`src/shared/lpf_defs.vh`:
```
// Constants for the LED modulation, fault and reset controller
`ifndef LPF_DEFS_VH
`define LPF_DEFS_VH

// ==========================================================
// Register indexes (byte address is four times the index)
`define LPF_IDX_MODE1 6'h00
`define LPF_IDX_SECOND_MODE_REGISTER 6'h01
`define LPF_IDX_DUTY0 6'h02
`define LPF_IDX_DUTY15 6'h11
`define LPF_IDX_GDUTY 6'h12
`define LPF_IDX_GFREQ 6'h13
`define LPF_IDX_CHEN 6'h14
`define LPF_IDX_EFLO 6'h1D
`define LPF_IDX_EFHI 6'h1E

// ==========================================================
// Field positions
`define LPF_OSC_OFF_BIT 4
`define LPF_OT_CLR_BIT 7
`define LPF_BLINK_BIT 5

// ==========================================================
// Reset values (everything clears to zero)
`define LPF_RST_BYTE 8'h00
`define LPF_RST_WORD 32'h0000_0000

// ==========================================================
// Timing: clock rate and the 40 ns modulation quantum
`define LPF_CLK_MHZ 250
`define LPF_QUANTUM_NS 40
`define LPF_QUANTUM_CYC ((`LPF_QUANTUM_NS * `LPF_CLK_MHZ + 999) / 1000)

// ==========================================================
// Soft reset call bytes on the two-wire link
`define LPF_SR_ADDR 8'hD6
`define LPF_SR_BYTE1 8'hA5
`define LPF_SR_BYTE2 8'h5A

`endif

```
`src/lpf_ctrl.v`:
```
// LED modulation, fault status and reset controller with APB registers
`timescale 1ns/1ns
`include "lpf_defs.vh"

module lpf_ctrl #(
  parameter NCH = 16
) (
  // APB slave
  input wire pclk,
  input wire presetn,
  input wire psel,
  input wire penable,
  input wire pwrite,
  input wire [7:0] paddr,
  input wire [31:0] pwdata,
  output reg [31:0] prdata,
  output reg pready,
  output reg pslverr,
  // Two-wire link, open drain data
  input wire scl_i,
  input wire sda_i,
  output reg sda_o,
  output reg sda_oe_n,
  // Analog fault comparators, asynchronous
  input wire [NCH-1:0] open_load_i,
  input wire [NCH-1:0] ot_chan_i,
  input wire ot_global_i,
  // Channel sink enables
  output reg [NCH-1:0] led_on
);

  // ==========================================================
  // Registers and state
  localparam integer QCYC_I = `LPF_QUANTUM_CYC - 1;
  localparam [3:0] QCYC = QCYC_I[3:0];
  localparam [2:0] PH_ADDR = 3'd0;
  localparam [2:0] PH_B1 = 3'd1;
  localparam [2:0] PH_B2 = 3'd2;
  localparam [2:0] PH_DONE = 3'd3;
  localparam [2:0] PH_IDLE = 3'd4;

  reg [7:0] mode1_r;
  reg [7:0] second_mode_register_r;
  reg [7:0] duty_r [0:NCH-1];
  reg [7:0] gduty_r;
  reg [7:0] gfreq_r;
  reg [NCH-1:0] chen_r;
  reg [NCH-1:0] ol_r;
  reg [NCH-1:0] ot_r;
  reg [3:0] q_r;
  reg [8:0] ind_r;
  reg [7:0] grp_r;
  reg [10:0] pre_r;
  reg blink_r;
  reg [1:0] scl_s_r;
  reg [1:0] sda_s_r;
  reg scl_d_r;
  reg sda_d_r;
  reg [NCH-1:0] ol_m_r;
  reg [NCH-1:0] ol_s_r;
  reg [NCH-1:0] otc_m_r;
  reg [NCH-1:0] otc_s_r;
  reg [1:0] otg_s_r;
  reg [2:0] ph_r;
  reg [3:0] bit_r;
  reg [7:0] sh_r;
  reg ackph_r;
  reg srst_r;

  wire qtick = (q_r == QCYC);
  wire gtick = qtick && (ind_r == 9'h1FF);
  wire [10:0] pre_end = {gfreq_r, 3'b111};
  wire bstep = gtick && (pre_r == pre_end);
  wire gstep = blink_r ? bstep : gtick;
  wire grp_on = (grp_r < gduty_r);
  wire osc_off = mode1_r[`LPF_OSC_OFF_BIT];
  wire ot_clr = second_mode_register_r[`LPF_OT_CLR_BIT];
  wire otg = otg_s_r[1];
  wire [NCH-1:0] err_ok = chen_r & ~ol_r & ~ot_r;
  wire apb_acc = psel && penable && pready;
  wire [5:0] idx = paddr[7:2];
  wire idx_ok = (idx <= `LPF_IDX_CHEN) || (idx == `LPF_IDX_EFLO) ||
    (idx == `LPF_IDX_EFHI);
  wire scl_rise = scl_s_r[1] && !scl_d_r;
  wire scl_fall = !scl_s_r[1] && scl_d_r;
  wire start_c = scl_s_r[1] && scl_d_r && sda_d_r && !sda_s_r[1];
  wire stop_c = scl_s_r[1] && scl_d_r && !sda_d_r && sda_s_r[1];
  // Expected byte for the current phase of the soft reset call
  wire [7:0] want = (ph_r == PH_ADDR) ? `LPF_SR_ADDR :
    (ph_r == PH_B1) ? `LPF_SR_BYTE1 : `LPF_SR_BYTE2;

  // ==========================================================
  // Input synchronisers: two flops before any logic reads them
  always @(posedge pclk or negedge presetn) begin
    if (!presetn) begin
      scl_s_r <= 2'b11;
      sda_s_r <= 2'b11;
      scl_d_r <= 1'b1;
      sda_d_r <= 1'b1;
      ol_m_r <= {NCH{1'b0}};
      ol_s_r <= {NCH{1'b0}};
      otc_m_r <= {NCH{1'b0}};
      otc_s_r <= {NCH{1'b0}};
      otg_s_r <= 2'b00;
    end else begin
      scl_s_r <= {scl_s_r[0], scl_i};
      sda_s_r <= {sda_s_r[0], sda_i};
      scl_d_r <= scl_s_r[1];
      sda_d_r <= sda_s_r[1];
      ol_m_r <= open_load_i;
      ol_s_r <= ol_m_r;
      otc_m_r <= ot_chan_i;
      otc_s_r <= otc_m_r;
      otg_s_r <= {otg_s_r[0], ot_global_i};
    end
  end

  // ==========================================================
  // APB slave: one wait state, then pready for one cycle
  always @(posedge pclk or negedge presetn) begin
    if (!presetn) begin
      pready <= 1'b0;
      pslverr <= 1'b0;
      prdata <= `LPF_RST_WORD;
    end else begin
      pready <= psel && penable && !pready;
      pslverr <= psel && penable && !pready && !idx_ok;
      prdata <= `LPF_RST_WORD;
      if (psel && penable && !pready && !pwrite) begin
        if (idx == `LPF_IDX_MODE1)
          prdata <= {24'h00_0000, mode1_r};
        else if (idx == `LPF_IDX_SECOND_MODE_REGISTER)
          prdata <= {24'h00_0000, second_mode_register_r};
        else if (idx >= `LPF_IDX_DUTY0 && idx <= `LPF_IDX_DUTY15)
          prdata <= {24'h00_0000, duty_r[idx[3:0] - 4'd2]};
        else if (idx == `LPF_IDX_GDUTY)
          prdata <= {24'h00_0000, gduty_r};
        else if (idx == `LPF_IDX_GFREQ)
          prdata <= {24'h00_0000, gfreq_r};
        else if (idx == `LPF_IDX_CHEN)
          prdata <= {16'h0000, chen_r};
        else if (idx == `LPF_IDX_EFLO)
          prdata <= {24'h00_0000, err_ok[7:0]};
        else if (idx == `LPF_IDX_EFHI)
          prdata <= {24'h00_0000, err_ok[15:8]};
      end
    end
  end

  // ==========================================================
  // Software registers; soft reset call restores zero defaults
  // zero defaults
  always @(posedge pclk or negedge presetn) begin
    if (!presetn) begin
      mode1_r <= `LPF_RST_BYTE;
      second_mode_register_r <= `LPF_RST_BYTE;
      gduty_r <= `LPF_RST_BYTE;
      gfreq_r <= `LPF_RST_BYTE;
      chen_r <= {NCH{1'b0}};
    end else if (srst_r) begin
      mode1_r <= `LPF_RST_BYTE;
      second_mode_register_r <= `LPF_RST_BYTE;
      gduty_r <= `LPF_RST_BYTE;
      gfreq_r <= `LPF_RST_BYTE;
      chen_r <= {NCH{1'b0}};
    end else if (apb_acc && pwrite) begin
      if (idx == `LPF_IDX_MODE1)
        mode1_r <= pwdata[7:0];
      if (idx == `LPF_IDX_SECOND_MODE_REGISTER)
        second_mode_register_r <= pwdata[7:0];
      if (idx == `LPF_IDX_GDUTY)
        gduty_r <= pwdata[7:0];
      if (idx == `LPF_IDX_GFREQ)
        gfreq_r <= pwdata[7:0];
      if (idx == `LPF_IDX_CHEN)
        chen_r <= pwdata[NCH-1:0];
    end
  end

  // Per-channel duty words, one storage slot each
  genvar g;
  generate
    for (g = 0; g < NCH; g = g + 1) begin : g_ch
      always @(posedge pclk or negedge presetn) begin
        if (!presetn)
          duty_r[g] <= `LPF_RST_BYTE;
        else if (srst_r)
          duty_r[g] <= `LPF_RST_BYTE;
        else if (apb_acc && pwrite && idx == `LPF_IDX_DUTY0 + g)
          duty_r[g] <= pwdata[7:0];
      end

      // Fault records; a held clear bit blocks new overtemperature
      // records, which is why software must write it back to zero
      always @(posedge pclk or negedge presetn) begin
        if (!presetn) begin
          ol_r[g] <= 1'b0;
          ot_r[g] <= 1'b0;
        end else if (srst_r) begin
          ol_r[g] <= 1'b0;
          ot_r[g] <= 1'b0;
        end else begin
          if (led_on[g])
            ol_r[g] <= ol_s_r[g];
          if (ot_clr)
            ot_r[g] <= 1'b0;
          else if (otg || (otc_s_r[g] && chen_r[g]))
            ot_r[g] <= 1'b1;
        end
      end

      // Output: latch, group gate, own duty, thermal and osc gating
      always @(posedge pclk or negedge presetn) begin
        if (!presetn)
          led_on[g] <= 1'b0;
        else
          led_on[g] <= chen_r[g] && !osc_off && !otg && !otc_s_r[g] &&
            grp_on && (ind_r[7:0] < duty_r[g]) && !srst_r;
      end
    end
  endgenerate

  // ==========================================================
  // Modulation counters: 40 ns quantum, 256-step channel phase,
  // group step every two channel periods, every 16 x (gfreq_r + 1) channel periods in blink mode
  // channel period
  always @(posedge pclk or negedge presetn) begin
    if (!presetn) begin
      q_r <= 4'h0;
      ind_r <= 9'h000;
      pre_r <= 11'h000;
      grp_r <= 8'h00;
      blink_r <= 1'b0;
    end else begin
      q_r <= qtick ? 4'h0 : q_r + 4'd1;
      if (qtick)
        ind_r <= ind_r + 9'd1;
      if (gtick)
        pre_r <= (pre_r == pre_end) ? 11'h000 : pre_r + 11'd1;
      if (gstep) begin
        grp_r <= grp_r + 8'd1;
        if (grp_r == 8'hFF)
          blink_r <= second_mode_register_r[`LPF_BLINK_BIT];
      end
    end
  end

  // ==========================================================
  // Soft reset call receiver on the two-wire link
  always @(posedge pclk or negedge presetn) begin
    if (!presetn) begin
      ph_r <= PH_IDLE;
      bit_r <= 4'h0;
      sh_r <= 8'h00;
      ackph_r <= 1'b0;
      sda_oe_n <= 1'b1;
      sda_o <= 1'b0;
      srst_r <= 1'b0;
    end else begin
      sda_o <= 1'b0;
      srst_r <= 1'b0;
      if (start_c) begin
        ph_r <= PH_ADDR;
        bit_r <= 4'h0;
        ackph_r <= 1'b0;
        sda_oe_n <= 1'b1;
      end else if (stop_c) begin
        srst_r <= (ph_r == PH_DONE);
        ph_r <= PH_IDLE;
        ackph_r <= 1'b0;
        sda_oe_n <= 1'b1;
      end else if (ph_r != PH_IDLE) begin
        if (scl_rise && !ackph_r && bit_r < 4'd8) begin
          sh_r <= {sh_r[6:0], sda_s_r[1]};
          bit_r <= bit_r + 4'd1;
        end
        if (scl_fall) begin
          if (ackph_r) begin
            // Release after the acknowledge clock
            ackph_r <= 1'b0;
            sda_oe_n <= 1'b1;
            bit_r <= 4'h0;
          end else if (bit_r == 4'd8) begin
            ackph_r <= 1'b1;
            if (ph_r == PH_DONE) begin
              sda_oe_n <= 1'b1;
            end else if (sh_r == want) begin
              sda_oe_n <= 1'b0;
              ph_r <= ph_r + 3'd1;
            end else begin
              sda_oe_n <= 1'b1;
              ph_r <= PH_IDLE;
            end
          end
        end
      end
    end
  end

endmodule // lpf_ctrl

```
`config.mk`:
```
export PLATFORM = sky130hd
export DESIGN_NAME = lpf_ctrl
export DESIGN_NICKNAME = d
export VERILOG_FILES = /design/src/lpf_ctrl.v
export VERILOG_INCLUDE_DIRS = /design/src /design/src/shared
export SDC_FILE = /design/constraint.sdc
export NUM_CORES = 1
export LEC_CHECK = 0
export ABC_CLOCK_PERIOD_IN_PS = 4800
export BUFFER_PORTS_ARGS = -buffer_cell sky130_fd_sc_hd__buf_2
export CAP_MARGIN = 20
export CORE_AREA = 2 2 190 192
export DETAILED_ROUTE_END_ITERATION = 16
export DIE_AREA = 0 0 192 194
export GPL_TIMING_DRIVEN = 0
export PLACE_DENSITY_LB_ADDON = 0.08
export SLEW_MARGIN = 25
export SYNTH_ARGS = -nofsm -noshare
export SYNTH_HDL_FRONTEND = slang
export SYNTH_SLANG_ARGS = --single-unit
```
`constraint.sdc`:
```
create_clock -name pclk -period 4.8 [get_ports pclk]
set_clock_uncertainty 0.15 [all_clocks]
set_input_delay 0.48 -clock pclk [delete_from_list [all_inputs] [get_ports pclk]]
set_output_delay 0.48 -clock pclk [all_outputs]
set_load 0.02 [all_outputs]
```
==> impl_metrics.yaml <==
flow_run:
  drv_cap: 0
worst_hold_path:
  hold_path_class: "primary input to register"
  min_path_cells: 3
die:
  io_pins: 132
  die_w_um: 192
  coreArea_um2: 35220
  fp.dieArea_um2: 37250
  initial_core_util_pct: 53.15
  fp.dieH_um: 194
  std_cell_rows: 69
critical_path:
  crit_end: "led_on[0]"
  cp-start-kind: "register"
  cp_common_cell: "a21o_1"
  required_ns: 5.04
  critPathSlowestCell: "o21ai_1"
  crit_chain: "ha_1 -> a21o_1 -> a21o_1 -> a41oi_1 -> o21ai_1 -> clkbuf_1 -> a311oi_1"
  cp_max_fo: 10
  path_class: "register to register"
  cp-startpoint: "grp_r[1]"
  r2r_cells: 7
  r2r_slack_ns: 1.69
  timing.rr.start: "grp_r[1]"
  cp-end-kind: "register"
  r2r_end: "led_on[0]"
  max_stage_delay_ns: 0.77
  worstPathArrival_ns: 3.35
logic_synthesis:
  yosys_warnings: 0
  synth-seq-cells: 365
  syn-mean-instance-area_um2: 10.54
  synth.yosys.seq_area_share_pct: 48.84
  synthesis.area_um2: 18720
  synth_cell_types: 71
  synth_edf_count: 0
  async_flop_share_pct: 100.0
  synth_ff_type: "dfrtp_1"
  syn-instance-count: 1776
cts:
  cts-buffers-inserted: 41
  cts-root-buf: "clkbuf_16"
  h-tree-depth: 2
  cts_tree: "built"
  cts_resized: 0
  insertion_delay_ns: 0.58
  cts_buffer_depth: 3
  cts.sinks: 365
  path_clk_slew_ns: 0.06
finish:
  drive_above_1_share_pct: 14.32
  fin_area_um2: 21680
  fillers: 2979
  area_growth_pct: 15.81
  final_nets: 2183
  finish.utilization_pct: 61.55
  instances_no_fill: 2466
sta:
  drv_slew: 0
  rsz0062_at_grt: "false"
  period_share_pct: 64.79
  holdWs_ns: 0.01767
  worst_pin_slew_ns: 1.057
  final-setup-viol-count: 0
  relSlewSlack_pct: 29.02
  fmaxAchievable_mhz: 321.6
  hold_viol: 0
  fin_crit_ns: 3.110
placement:
  dp_cells: 2350
  io_buffers: 93
  dpl_cell_area_um2: 19940
  routabilityCongestion: 0.9214
  dp_hpwl_um: 39280
route:
  drtPass1Iterations: 5
  vias: 14280
  initialDrtViolationCount: 1013
  vias_per_cell: 5.791
  post_drt_wl_per_cell_um: 22.24
  wirelength_um: 54840
  drc_errors: 0
  postRouteAntennaNets: 0
global_route:
  grt_max_degree: 92
  overflow: 0
  grt_pass1_vias: 14390
  grt_pass1_wl_um: 84550
  antenna_found_initial: 5
  grt_use_total_pct: 30.41
power_and_ir_drop:
  peakVddDrop_mv: 0.2837
  cellPowerDensity_nw_per_um2: 318.8
  power_mw: 6.912
  p_leak_nw: 10.33
outcome:
  status: "completed"
-- how the worst min path moves through the flow --
stage	start	to	slack [ns]
after detailed placement	ol_m_r[13]	ol_s_r[13]	0.18
final	pwdata[14]	chen_r[14]	0.02
after global routing	pwdata[14]	chen_r[14]	0.004
after floorplan	presetn	ackph_r	0.03
after CTS	pwdata[14]	chen_r[14]	0.001
after global placement	ol_m_r[6]	ol_s_r[6]	0.18
-- synthesized netlist by cell type, types with 36 or more instances --
master | instances | area [um2]
dfrtp_1 | 357 | 8934
a21oi_1 | 131 | 655.6
a211oi_1 | 39 | 292.8
mux4_2 | 37 | 833.3
nand2_1 | 173 | 649.4
inv_1 | 130 | 488.0
o21ai_0 | 38 | 190.2
nand3_1 | 95 | 475.5
ha_1 | 131 | 1639
clkbuf_1 | 58 | 217.7
mux2i_1 | 120 | 1201
nor2_1 | 170 | 638.1
a21o_1 | 36 | 270.3
-- state kept, by name, indices dropped and copies added, names as in the netlist, 4 cells and up --
register	cells
duty_r	128
gduty_r	8
ol_s_r	16
chen_r	16
ind_r	9
q_r	4
second_mode_register_r	8
gfreq_r	8
otc_s_r	16
pre_r	11
bit_r	4
ol_m_r	16
ol_r	16
otc_m_r	16
led_on	16
ot_r	16
mode1_r	8
sh_r	8
grp_r	8
prdata	16
-- report_power, final --
| group | switching [mW] | internal (mW) |
|---|---|---|
| clock network | 1.32 | 1.83 |
| logic | 0.296 | 0.199 |
| registers | 0.0848 | 3.18 |
| total | 1.70 | 5.22 |
-- what timing repair did --
action / in CTS / in global routing
setup buffers: 0 / 0
hold buffers: 40 / 0
endpoints found under the hold margin: 115 / 0
endpoints found under the setup margin: 0 / 0
-- worst max-delay path, delay by kind of cell, from the launching register on --
family,cells,cell delay [ns]
AOI/OAI and AO/OA,5,1.33
buffers and inverters,1,0.71
DFF,1,0.44
adders and majority gates,1,0.30
-- stage by stage --
step,setup slack (ns),TNS [ns]
after floorplan,2.187,0
after global placement,-4.141,-1476.38
after detailed placement,1.483,0
after CTS,1.691,0
after global routing,1.489,0
final,1.690,0
-- metal layers --
layer / track usage, % / share of wire [%] / vias to the layer above
li1: - / - / 6561
met1: 40.59 / 42 / 7148
met2: 49.00 / 48 / 445
met3: 6.588 / 6.6 / 119
met4: 11.00 / 3.7 / 8
met5: 0 / 0.10 / -
-- layout by cell type (no fill, tap or decap), types with 10 or more instances in the layout --
cell type      netlist  layout
inv_1              130     130
xnor2_1             16      16
conb_1               1      17
ha_1               131     131
a211oi_1            39      39
nand4_1             12      12
clkbuf_16            0      41
dlygate4sd3_1        0      40
a21o_1              36      36
and2_1              12      12
nand2b_1            19      19
o21ai_0             38      38
nor2_1             170     170
nand3_1             95      95
mux2i_1            120     120
a311oi_1            18      18
buf_2               14     106
nand2_1            173     173
and3_1              19      19
mux4_2              37      37
dfrtp_1            357     357
clkbuf_1            58      70
buf_4               25      25
a21oi_1            131     131
mux2_2              10      10
xor2_1              12      12
-- area by class of cell --
cell class / instances / area (um2) / area share [%]
Sequential cell: 365 / 9144 / 42.17
Multi-Input combinational cell: 1190 / 8583 / 39.59
Clock buffer: 58 / 1140 / 5.257
Timing Repair Buffer: 137 / 985.9 / 4.548
Tap cell: 461 / 576.8 / 2.660
Buffer: 104 / 555.5 / 2.562
Inverter: 133 / 499.2 / 2.303
Clock inverter: 17 / 193.9 / 0.8945
Antenna cell: 1 / 2.502 / 0.01154
-- kinds of logic after synthesis --
group,after synthesis,synth area share [%]
compound gates,299,9.985
xor+xnor,29,1.457
fa+ha+maj,131,8.755
buf+inv,237,5.634
flops,365,48.84
mux,170,11.73
other cells,1,0.02003
simple gates,544,13.58
Power figures use the tool's default switching activity.
